`src/common/mbra_pkg.sv`:
```
// shared constants and types for the multi-byte register access block
package mbra_pkg;

  // register map, 7-bit serial addresses
  localparam logic [6:0] ADDR_CFG_A     = 7'h10;
  localparam logic [6:0] ADDR_DYN       = 7'h20;
  localparam logic [6:0] ADDR_PAGE      = 7'h64;
  localparam logic [6:0] ADDR_CFG_B     = 7'h70;
  localparam logic [6:0] ADDR_DIRECT_MAX = 7'h64;

  // register sizes in bytes
  localparam int         CFG_A_BYTES    = 4;
  localparam int         CFG_B_BYTES    = 2;
  localparam logic [6:0] DYN_BYTES      = 7'h04;
  localparam logic [6:0] CFG_A_SPAN     = 7'h04;
  localparam logic [6:0] CFG_B_SPAN     = 7'h02;

  // page that holds the paged configuration register
  localparam logic [7:0] PAGE_CFG_B     = 8'h01;

  // reset values
  localparam logic [31:0] RST_CFG_A     = 32'h00000000;
  localparam logic [15:0] RST_CFG_B     = 16'h0000;
  localparam logic [7:0]  RST_PAGE      = 8'h00;
  localparam logic [31:0] RST_SNAP      = 32'h00000000;

  // serial framing: bit counts within one command/data pair
  localparam logic [3:0] BIT_FIRST      = 4'h0;
  localparam logic [3:0] BIT_CMD_LAST   = 4'h7;
  localparam logic [3:0] BIT_DATA_FIRST = 4'h8;
  localparam logic [3:0] BIT_DATA_LAST  = 4'hF;

  // value of the first serial bit that marks a read
  localparam logic       CMD_READ       = 1'b1;

  typedef enum logic [1:0] {
    PH_IDLE = 2'b00,
    PH_CMD  = 2'b01,
    PH_DATA = 2'b10
  } mbra_phase_t;

  typedef struct packed {
    logic       rd;
    logic [6:0] addr;
  } mbra_cmd_t;

  typedef struct packed {
    logic cs_n;
    logic sck;
    logic si;
  } mbra_pins_t;

endpackage

```
`src/mbra_stage_reg.sv`:
```
// staged multi-byte register: lower bytes held until the top byte commits all
`timescale 1ns/10ps
module mbra_stage_reg #(
  parameter int              NBYTES  = 4,
  parameter logic [8*NBYTES-1:0] RST_VAL = '0
) (
  // clock and reset
  input  wire logic                  clk,
  input  wire logic                  rstn,
  // byte write
  input  wire logic                  wr_en,
  input  wire logic [1:0]            idx,
  input  wire logic [7:0]            wdata,
  // committed value
  output logic      [8*NBYTES-1:0]   value_q
);

  // the top byte is never staged: it goes straight into the destination
  logic [7:0] stage_q [NBYTES-1];
  logic       commit;

  assign commit = wr_en && (idx == 2'(NBYTES - 1));

  genvar k;
  generate
    for (k = 0; k < NBYTES - 1; k++) begin : g_byte
      // lower bytes wait here, destination untouched
      always_ff @(posedge clk or negedge rstn) begin
        if (!rstn) begin
          stage_q[k] <= 8'h00;
        end else if (wr_en && (idx == 2'(k))) begin
          stage_q[k] <= wdata;
        end
      end

      always_ff @(posedge clk or negedge rstn) begin
        if (!rstn) begin
          value_q[8*k +: 8] <= RST_VAL[8*k +: 8];
        end else if (commit) begin
          value_q[8*k +: 8] <= stage_q[k];
        end
      end
    end
  endgenerate

  // top byte arrives: whole register changes in the same edge
  always_ff @(posedge clk or negedge rstn) begin
    if (!rstn) begin
      value_q[8*NBYTES-1 -: 8] <= RST_VAL[8*NBYTES-1 -: 8];
    end else if (commit) begin
      value_q[8*NBYTES-1 -: 8] <= wdata;
    end
  end

endmodule

```
`src/mbra_top.sv`:
```
// serial control port with atomic multi-byte register writes and read snapshots
`timescale 1ns/10ps
module mbra_top (
  // clock and reset
  input  wire logic               clk,
  input  wire logic               rstn,
  // serial port pins, synchronous to clk
  input  wire mbra_pkg::mbra_pins_t spi_in,
  output logic                    so_q,
  output logic                    so_oe_q,
  // device side
  input  wire logic [31:0]        live_val,
  output logic      [31:0]        cfg_a_q,
  output logic      [15:0]        cfg_b_q,
  output logic      [7:0]         page_q,
  output logic                    lsb_first_q
);

  mbra_pkg::mbra_phase_t phase_q;
  mbra_pkg::mbra_cmd_t   cmd_q;
  logic                  sck_q;
  logic                  cs_n_q;
  logic [3:0]            cnt_q;
  logic [7:0]            rx_q;
  logic [7:0]            tx_q;
  logic [31:0]           snap_q;
  logic                  cmd_done_q;
  logic                  wr_done_q;
  logic                  sck_rise;
  logic                  sck_fall;
  logic                  cs_start;
  logic                  visible;
  logic                  hit_a;
  logic                  hit_b;
  logic                  hit_dyn;
  logic [6:0]            off_a;
  logic [6:0]            off_b;
  logic [6:0]            off_dyn;
  logic [7:0]            rd_byte;

  // pins are already synchronous, so a single delay flop serves edge detection
  always_ff @(posedge clk or negedge rstn) begin
    if (!rstn) begin
      sck_q  <= 1'b0;
      cs_n_q <= 1'b1;
    end else begin
      sck_q  <= spi_in.sck;
      cs_n_q <= spi_in.cs_n;
    end
  end

  assign cs_start = cs_n_q && !spi_in.cs_n;
  assign sck_rise = !spi_in.cs_n && !cs_n_q && spi_in.sck && !sck_q;
  assign sck_fall = !spi_in.cs_n && !cs_n_q && !spi_in.sck && sck_q;

  // bit order fixed for the whole selection
  always_ff @(posedge clk or negedge rstn) begin
    if (!rstn) begin
      lsb_first_q <= 1'b0;
    end else if (cs_start) begin
      lsb_first_q <= spi_in.sck;
    end
  end

  // framing: each command byte is followed by exactly one data byte
  always_ff @(posedge clk or negedge rstn) begin
    if (!rstn) begin
      phase_q <= mbra_pkg::PH_IDLE;
      cnt_q   <= mbra_pkg::BIT_FIRST;
    end else if (spi_in.cs_n) begin
      phase_q <= mbra_pkg::PH_IDLE;
      cnt_q   <= mbra_pkg::BIT_FIRST;
    end else if (cs_start) begin
      phase_q <= mbra_pkg::PH_CMD;
      cnt_q   <= mbra_pkg::BIT_FIRST;
    end else if (sck_rise) begin
      cnt_q <= cnt_q + 4'h1;
      case (phase_q)
        mbra_pkg::PH_CMD: begin
          if (cnt_q == mbra_pkg::BIT_CMD_LAST) begin
            phase_q <= mbra_pkg::PH_DATA;
          end
        end
        mbra_pkg::PH_DATA: begin
          // a further pair may follow in the same selection
          if (cnt_q == mbra_pkg::BIT_DATA_LAST) begin
            phase_q <= mbra_pkg::PH_CMD;
          end
        end
        default: begin
          phase_q <= mbra_pkg::PH_IDLE;
        end
      endcase
    end
  end

  // command byte: first bit is the direction, then seven address bits
  always_ff @(posedge clk or negedge rstn) begin
    if (!rstn) begin
      cmd_q <= '0;
    end else if (sck_rise && phase_q == mbra_pkg::PH_CMD) begin
      if (cnt_q == mbra_pkg::BIT_FIRST) begin
        cmd_q.rd <= (spi_in.si == mbra_pkg::CMD_READ);
      end else if (lsb_first_q) begin
        cmd_q.addr <= {spi_in.si, cmd_q.addr[6:1]};
      end else begin
        cmd_q.addr <= {cmd_q.addr[5:0], spi_in.si};
      end
    end
  end

  // data byte shift-in; ignored on reads but harmless
  always_ff @(posedge clk or negedge rstn) begin
    if (!rstn) begin
      rx_q <= 8'h00;
    end else if (sck_rise && phase_q == mbra_pkg::PH_DATA) begin
      if (lsb_first_q) begin
        rx_q <= {spi_in.si, rx_q[7:1]};
      end else begin
        rx_q <= {rx_q[6:0], spi_in.si};
      end
    end
  end

  // one-cycle event pulses
  always_ff @(posedge clk or negedge rstn) begin
    if (!rstn) begin
      cmd_done_q <= 1'b0;
      wr_done_q  <= 1'b0;
    end else begin
      cmd_done_q <= sck_rise && phase_q == mbra_pkg::PH_CMD
                    && cnt_q == mbra_pkg::BIT_CMD_LAST;
      wr_done_q  <= sck_rise && phase_q == mbra_pkg::PH_DATA
                    && cnt_q == mbra_pkg::BIT_DATA_LAST && !cmd_q.rd;
    end
  end

  // address decode
  assign visible = (cmd_q.addr <= mbra_pkg::ADDR_DIRECT_MAX)
                   || (page_q == mbra_pkg::PAGE_CFG_B);
  assign off_a   = cmd_q.addr - mbra_pkg::ADDR_CFG_A;
  assign off_b   = cmd_q.addr - mbra_pkg::ADDR_CFG_B;
  assign off_dyn = cmd_q.addr - mbra_pkg::ADDR_DYN;
  // lowest address holds the least significant byte
  assign hit_a   = cmd_q.addr >= mbra_pkg::ADDR_CFG_A
                   && off_a < mbra_pkg::CFG_A_SPAN;
  assign hit_b   = visible && cmd_q.addr >= mbra_pkg::ADDR_CFG_B
                   && off_b < mbra_pkg::CFG_B_SPAN;
  assign hit_dyn = cmd_q.addr >= mbra_pkg::ADDR_DYN
                   && off_dyn < mbra_pkg::DYN_BYTES;

  // page pointer changes only when written, so it spans multi-byte accesses
  always_ff @(posedge clk or negedge rstn) begin
    if (!rstn) begin
      page_q <= mbra_pkg::RST_PAGE;
    end else if (wr_done_q && cmd_q.addr == mbra_pkg::ADDR_PAGE) begin
      page_q <= rx_q;
    end
  end

  // relies on the host writing the top byte last, after the lower bytes fill the staging bytes
  mbra_stage_reg #(
    .NBYTES  (mbra_pkg::CFG_A_BYTES),
    .RST_VAL (mbra_pkg::RST_CFG_A)
  ) u_cfg_a (
    .clk     (clk),
    .rstn    (rstn),
    .wr_en   (wr_done_q && hit_a),
    .idx     (off_a[1:0]),
    .wdata   (rx_q),
    .value_q (cfg_a_q)
  );

  mbra_stage_reg #(
    .NBYTES  (mbra_pkg::CFG_B_BYTES),
    .RST_VAL (mbra_pkg::RST_CFG_B)
  ) u_cfg_b (
    .clk     (clk),
    .rstn    (rstn),
    .wr_en   (wr_done_q && hit_b),
    .idx     (off_b[1:0]),
    .wdata   (rx_q),
    .value_q (cfg_b_q)
  );

  // snapshot so the four bytes all belong to one instant
  always_ff @(posedge clk or negedge rstn) begin
    if (!rstn) begin
      snap_q <= mbra_pkg::RST_SNAP;
    end else if (cmd_done_q && cmd_q.rd && cmd_q.addr == mbra_pkg::ADDR_DYN) begin
      snap_q <= live_val;
    end
  end

  // read data mux; the low dynamic byte is taken live, the rest from the snapshot
  always_comb begin
    rd_byte = 8'h00;
    if (hit_dyn) begin
      if (off_dyn == 7'h00) begin
        rd_byte = live_val[7:0];
      end else begin
        rd_byte = snap_q[8*off_dyn[1:0] +: 8];
      end
    end else if (hit_a) begin
      rd_byte = cfg_a_q[8*off_a[1:0] +: 8];
    end else if (hit_b) begin
      rd_byte = cfg_b_q[8*off_b[0] +: 8];
    end else if (cmd_q.addr == mbra_pkg::ADDR_PAGE) begin
      rd_byte = page_q;
    end
  end

  // serial out: first bit presented right after the command, then shifted on
  // each falling sck; the fall right after the last address bit is skipped
  always_ff @(posedge clk or negedge rstn) begin
    if (!rstn) begin
      tx_q    <= 8'h00;
      so_q    <= 1'b0;
      so_oe_q <= 1'b0;
    end else if (spi_in.cs_n) begin
      so_oe_q <= 1'b0;
    end else if (cmd_done_q) begin
      tx_q    <= rd_byte;
      so_q    <= lsb_first_q ? rd_byte[0] : rd_byte[7];
      so_oe_q <= cmd_q.rd;
    end else if (sck_rise && phase_q == mbra_pkg::PH_DATA
                 && cnt_q == mbra_pkg::BIT_DATA_LAST) begin
      so_oe_q <= 1'b0;
    end else if (sck_fall && so_oe_q && phase_q == mbra_pkg::PH_DATA
                 && cnt_q != mbra_pkg::BIT_DATA_FIRST) begin
      if (lsb_first_q) begin
        tx_q <= {1'b0, tx_q[7:1]};
        so_q <= tx_q[1];
      end else begin
        tx_q <= {tx_q[6:0], 1'b0};
        so_q <= tx_q[6];
      end
    end
  end

endmodule

```
`config.mk`:
```
export PLATFORM = sky130hd
export DESIGN_NAME = mbra_top
export DESIGN_NICKNAME = d
export VERILOG_FILES = /design/src/common/mbra_pkg.sv /design/src/mbra_stage_reg.sv /design/src/mbra_top.sv
export SDC_FILE = /design/constraint.sdc
export NUM_CORES = 1
export LEC_CHECK = 0
export BUFFER_PORTS_ARGS = -buffer_cell sky130_fd_sc_hd__buf_2
export CAP_MARGIN = 20
export CORE_UTILIZATION = 40
export CTS_CLUSTER_DIAMETER = 100
export DETAILED_ROUTE_END_ITERATION = 6
export GPL_TIMING_DRIVEN = 0
export PLACE_DENSITY_LB_ADDON = 0.05
export SKIP_LAST_GASP = 1
export SLEW_MARGIN = 0
export SYNTH_ARGS = -nofsm -noshare
export SYNTH_HDL_FRONTEND = slang
export SYNTH_SLANG_ARGS = --single-unit
```
`constraint.sdc`:
```
create_clock -name clk -period 3 [get_ports clk]
set_input_delay 0.3 -clock clk [delete_from_list [all_inputs] [get_ports clk]]
set_output_delay 0.3 -clock clk [all_outputs]
set_load 0.02 [all_outputs]
```
## Word-level counts from Yosys, hierarchy flattened

Index checks and enable logic that the tools add are counted.

| storage, ports and cells | value |
|---|---|
| memory bits (read-only) | 0 |
| memories | 0 |
| word-level logic and storage cells | 130 |
| latch bits | 0 |
| output and inout port bits | 59 |
| RAM bits | 0 |
| flip-flop bits (word level) | 157 |

| cells by class | value |
|---|---|
| bitwise gates (word level) | 2 |
| div/mod/pow operators | 0 |
| equality and inequality tests | 15 |
| muxes and demuxes | 28 |
| order comparisons | 7 |
| shift-type cells | 3 |
| $add $sub $neg | 4 |
| reductions and logical operators | 46 |
| multiply operators | 0 |

Operators by type and width:

| cell | number |
|---|---|
| $mux W8 | 10 |
| $shiftx A32 B6 Y8 | 2 |
| $logic_and A1 B1 Y1 | 29 |
| $shiftx A16 B5 Y8 | 1 |
| $lt A7 B3 Y1 const B | 2 |
| $mux W4 | 3 |
| $mux W2 | 5 |
| $eq A8 B1 Y1 const B | 1 |
| $mux W1 | 8 |
| $ne A4 B4 Y1 const B | 2 |
| $eq A7 B6 Y1 const B | 1 |
| $eq A7 B7 Y1 const B | 1 |
| $ge A7 B5 Y1 const B | 1 |
| $ge A7 B6 Y1 const B | 1 |
| $ge A7 B7 Y1 const B | 1 |
| $le A7 B7 Y1 const B | 1 |
| $logic_not A7 Y1 | 1 |
| $lt A7 B2 Y1 const B | 1 |
| $mux W7 | 1 |
| $sub A7 B5 Y7 const B | 1 |
| $sub A7 B6 Y7 const B | 1 |
| $sub A7 B7 Y7 const B | 1 |
| $eq A2 B1 Y1 const B | 3 |
| $eq A2 B2 Y1 const B | 3 |
| 15 further kinds | 24 |

## Depth between registers and ports, before layout

| logic depth | value |
|---|---|
| depth after elaboration | 10 |
| depth in mapped cells | 10 |
| mapped depth without buffers | 7 |

## Modules after synthesis

Synthesis repeated with hierarchy kept, for this count alone.

| second synthesis, totals | value |
|---|---|
| cells, all modules | 536 |
| area total of the unflattened synthesis | 7383.3 um^2 |

Modules (own cells, without submodules):

| module | seq. area each (um^2) | instances | cells each | area an instance (um^2) |
|---|---|---|---|---|
| mbra_top | 1928.1 | 1 | 366 | 4374.2 |
| mbra_stage_reg at u_cfg_a | 1401.3 | 1 | 119 | 2085.8 |
| mbra_stage_reg at u_cfg_b | 600.6 | 1 | 51 | 923.4 |

## Least setup slack after synthesis

Ideal clock, no wire load.

| timing | value |
|---|---|
| kind | flip-flop to flip-flop |
| start point | register cmd_q[4] (netlist name) |
| end point | register u_cfg_b.value_q[9] |
| data arrival time | 2247 ps |
| data required time | 2872 ps |
| library setup time | 128 ps |
| path slack | 626 ps |
| stages on the path, launching flop included | 11 |
| period minus slack after synthesis | 2374 ps |
| path through | dfrtp_1 buf_2 inv_1 ha_1 nor4b_4 nand3_2 a211oi_2 and4b_1 buf_4 buf_8 mux2_1 |

| on the way | value |
|---|---|
| longest elaborated chain between the ends | 6 |

Ends and longest elaborated chain:

| item | line | source |
|---|---|---|
| start: declaration | mbra_top.sv:20 | `mbra_pkg::mbra_cmd_t cmd_q;` |
| parallel branches: the longest is 3 deep, another holds $sub A7 B7 Y7 | n/a |  |
| $logic_and A1 B1 Y1 (*) | mbra_top.sv:148 | `&& off_b < mbra_pkg::CFG_B_SPAN;` |
| $logic_and A1 B1 Y1 (*) | mbra_top.sv:180 | `.wr_en (wr_done_q && hit_b),` |
| $logic_and A1 B1 Y1 (*) | mbra_stage_reg.sv:22 | `assign commit = wr_en && (idx == 2'(NBYTES - 1));` |
| end signal: indexed assignment | mbra_stage_reg.sv:49 | `value_q[8*NBYTES-1 -: 8] <= RST_VAL[8*NBYTES-1 -: 8];` |
| end signal: indexed assignment | mbra_stage_reg.sv:51 | `value_q[8*NBYTES-1 -: 8] <= wdata;` |
| end: declaration | mbra_stage_reg.sv:15 | `output logic [8*NBYTES-1:0] value_q` |

Mark *: on every way between the ends.
A chain may end at the register's enable or synchronous reset.

## Worst setup path after layout

| timing | value |
|---|---|
| start point | register cmd_q[4] (netlist name) |
| end point | register tx_q[4] |

| on the way | value |
|---|---|
| longest elaborated chain between the ends | 8 |

Ends and longest elaborated chain:

| item | line | source |
|---|---|---|
| parallel branches: the longest is 6 deep, another holds $sub A7 B7 Y7 | n/a |  |
| $mux W8 (*) | mbra_top.sv:198 | `if (hit_dyn) begin` |
| $mux W8 (*) | mbra_top.sv:222 | `end else if (cmd_done_q) begin` |
| end signal: assignment | mbra_top.sv:223 | `tx_q <= rd_byte;` |
| end signal: assignment | mbra_top.sv:232 | `tx_q <= {1'b0, tx_q[7:1]};` |
| end signal: assignment | mbra_top.sv:235 | `tx_q <= {tx_q[6:0], 1'b0};` |
| end: declaration | mbra_top.sv:25 | `logic [7:0] tx_q;` |

Marked as above.

==> results.json <==
{
  "outcome": "finished, final reports clean",
  "synthFlopType": "dfrtp_1",
  "p_switching_mw": 1.29,
  "peakVddDrop_mv": 0.331,
  "area_delta_synth_final_pct": 18.6,
  "crit_arrival_ps": 3190,
  "relSlewSlack": 0.457,
  "synth.ff_latch_count": 157,
  "grt_use_total": 0.208,
  "overflow": 0,
  "cp-end-kind": "flop",
  "p_total_mw": 4.72,
  "first_pass_iters": 4,
  "dieArea_mm2": 0.0196,
  "combPwrFrac": 0.083,
  "insertion_delay_ps": 430,
  "fin_crit_ps": 2860,
  "cts_inserted_buffers": 17,
  "power_density_mw_per_mm2": 521,
  "start_kind": "flop",
  "route.detailed.drc": 0,
  "syn_avg_cell_area_um2": 13.2,
  "crit_chain": "buf_2, inv_1, ha_1, nor4b_4, nand3_2, buf_4, a2111oi_0, o221ai_1, a221oi_2",
  "path_class": "reg2reg",
  "setup_viol_count_final": 0,
  "vias": 5158,
  "gp_congestion": 0.901,
  "drive_above_1_share": 0.417,
  "clk_pin_slew_worst_paths_ps": 70,
  "critPathMaxFanout": 10,
  "max_stage_delay_ps": 590,
  "p_sw_frac": 0.273,
  "synth_nets": 627,
  "synth_cells": 580,
  "hold_viol": 0,
  "synth_warnings": 0,
  "diodes": 0,
  "hpwl_um": 13800,
  "io_pins": 96,
  "wl_per_cell_um": 20.4,
  "grt_max_degree": 97,
  "nNetsFinal": 744,
  "cts_setup_buffers": 0,
  "fin_ws_ps": 136,
  "crit_buf_inv": 3,
  "yosysUniqueCellTypes": 65,
  "die_y_um": 140,
  "utilization": 0.484,
  "grt_pass1_wl_um": 30700,
  "netlist_area_mm2": 0.00763,
  "cp_top_family": "compound AO/OA/AOI/OAI gates",
  "start_util": 0.408,
  "final_antenna_net_count": 0,
  "grt_pass1_vias": 5366,
  "wirelength_um": 19300,
  "cts_buffer_depth": 2,
  "synth_seq_area_share": 0.515,
  "viasPerCell": 5.46,
  "stdcell_area_mm2": 0.00905,
  "async_reset_ff_frac": 1.00,
  "placement_rows": 50,
  "place_area_mm2": 0.00843,
  "final_max_slew_viol_count": 0,
  "fmax_ghz": 0.349,
  "place_ws_ps": 128,
  "tightest_slew_ps": 814,
  "worst_path_max_delay_cell": "a2111oi_0",
  "maxCapViolations": 0,
  "leakage_nw": 4.25,
  "io_buffers": 95,
  "finalCritPeriodShare": 0.955,
  "drt_iter0_markers": 273,
  "cts_tree": "done",
  "worstPathRequired_ps": 3330,
  "synth-edff-count": 0,
  "cts_sinks": 157,
  "internal_power_mw": 3.43,
  "cts.htree.levels": 4,
  "clkPwrFrac": 0.453,
  "p_seq_frac": 0.464,
  "core-area_mm2": 0.0187,
  "rsz0062_at_grt": "no",
  "root_buffer": "clkbuf_16",
  "skew_ps": 14.0,
  "antenna_found_initial": 0,
  "hold_class": "in2reg",
  "die_w_um": 140
}
[stage by stage]
step,hold slack (ps),cells,TNS [ps]
floorplan,4.41,580,0
global placement,425,909,-109480
detailed placement,332,910,0
CTS,13.7,944,0
global route,20.5,944,0
finish,26.2,944,0
[path summary, 6_finish.rpt]
kind | start | endpoint | slack, ps | cells after the start
worst max-delay path | cmd_q[4] | tx_q[4] | 140 | 9
worst min-delay path | spi_in[1] | sck_q | 30 | 1
worst max register to register | cmd_q[4] | tx_q[4] | 140 | 9
worst min register to register | u_cfg_a.stage_q[16] | u_cfg_a.value_q[0] | 500 | 1
max in group asynchronous | rstn | page_q[0] | 1680 | 3
min in group asynchronous | rstn | u_cfg_b.stage_q[5] | 430 | 2
[power groups by stage]
| stage | Combinational (mW) | Sequential, mW | Clock, mW |
|---|---|---|---|
| after floorplan | 0.244 | 2.22 | 0 |
| after global placement | 0.383 | 2.23 | 0 |
| after detailed placement | 0.396 | 2.23 | 0 |
| after CTS | 0.401 | 2.19 | 2.19 |
| after global routing | 0.432 | 2.19 | 2.28 |
| final | 0.393 | 2.19 | 2.14 |
[per-layer routing]
layer | GRT usage | share of wire | up-vias
met5 | 0 | 0 | -
met4 | 0.0549 | 0.0092 | 0
met3 | 0.0462 | 0.046 | 11
met2 | 0.333 | 0.47 | 108
met1 | 0.286 | 0.47 | 2658
li1 | - | - | 2381
[logic make-up (layout without fill, tap and decap cells)]
group                      Yosys count  in the layout  synth area share
muxes                              165            165             0.263
DFF                                157            157             0.515
and+or+nand+nor                     98             98            0.0717
AOI/OAI and AO/OA                   87             87            0.0886
buffers and inverters               58            188            0.0397
adders and majority gates           10             10            0.0164
xor gates and xnor gates             5              5           0.00574
[registers in the layout, indices dropped and copies added, names as in the netlist]
name             flops
u_cfg_b.value_q     16
u_cfg_b.stage_q      8
page_q               8
cnt_q                4
u_cfg_a.stage_q     24
u_cfg_a.value_q     32
rx_q                 8
lsb_first_q          1
cs_n_q               1
sck_q                1
cmd_q                8
so_oe_q              1
cmd_done_q           1
wr_done_q            1
tx_q                 8
snap_q              32
so_q                 1
phase_q              2
[final cells by class]
type	count	area [µm²]
Multi-Input combinational cell	365	3400
Clock inverter	15	168
Fill cell	1691	9660
Buffer	42	243
Clock buffer	17	425
Inverter	16	60.1
Sequential cell	157	3930
Timing Repair Buffer	98	529
Tap cell	234	293
[worst reg2reg max path, cell delays in order, from the launching register on]
cell,delay (ps)
dfrtp_1,410
buf_2,180
inv_1,90
ha_1,200
nor4b_4,370
nand3_2,220
buf_4,230
a2111oi_0,590
o221ai_1,250
a221oi_2,240
[cells in the final DEF, fill, tap and decap left out, types with 10 or more instances in the layout]
master,netlist,routed
mux2_2,113,113
mux2_1,10,10
buf_2,5,99
dfrtp_1,156,156
mux2i_1,26,26
clkbuf_16,0,17
nand2_1,14,14
a21oi_1,11,11
nor2_1,34,33
nor2b_1,10,10
buf_4,12,12
inv_1,16,16
mux4_2,16,16
clkbuf_1,18,18
o21ai_0,15,15
ha_1,10,10
[synthesized netlist by cell type (2+ instances only)]
| cell | number | area share |
|---|---|---|
| a41oi_1 | 3 | 0.0034 |
| nand2_1 | 14 | 0.0069 |
| buf_1 | 3 | 0.0015 |
| a221oi_2 | 4 | 0.0079 |
| and4b_1 | 2 | 0.0026 |
| ha_1 | 10 | 0.016 |
| a221oi_1 | 2 | 0.0023 |
| nand4_1 | 4 | 0.0033 |
| nand3_1 | 6 | 0.0039 |
| a211oi_1 | 5 | 0.0049 |
| and2_1 | 2 | 0.0016 |
| buf_2 | 5 | 0.0033 |
| nand3b_1 | 3 | 0.0030 |
| o221ai_1 | 6 | 0.0069 |
| and3_1 | 3 | 0.0025 |
| o31ai_1 | 2 | 0.0020 |
| xor2_1 | 2 | 0.0023 |
| mux2i_1 | 26 | 0.034 |
| nor3_1 | 2 | 0.0013 |
| o21a_1 | 7 | 0.0069 |
| clkbuf_1 | 18 | 0.0089 |
| dfrtp_1 | 156 | 0.51 |
| mux4_2 | 16 | 0.047 |
| inv_1 | 16 | 0.0079 |
| a21oi_1 | 11 | 0.0072 |
| buf_6 | 3 | 0.0044 |
| a2111oi_2 | 2 | 0.0039 |
| o21ai_0 | 15 | 0.0098 |
| a2111oi_0 | 8 | 0.0092 |
| xnor2_1 | 3 | 0.0034 |
| mux2_2 | 113 | 0.17 |
| nor3b_1 | 3 | 0.0030 |
| a31oi_1 | 3 | 0.0025 |
| nor2_1 | 34 | 0.017 |
| buf_4 | 12 | 0.012 |
| o22ai_1 | 7 | 0.0057 |
| nand2b_1 | 3 | 0.0025 |
| mux2_1 | 10 | 0.015 |
| nor2b_1 | 10 | 0.0082 |
[what timing repair did]
item	in CTS	in global routing
endpoints found under the setup margin	0	39
gates resized for setup	0	2
hold endpoints to repair	61	0
hold buffers	2	0
(Power assumes the default switching activity.)
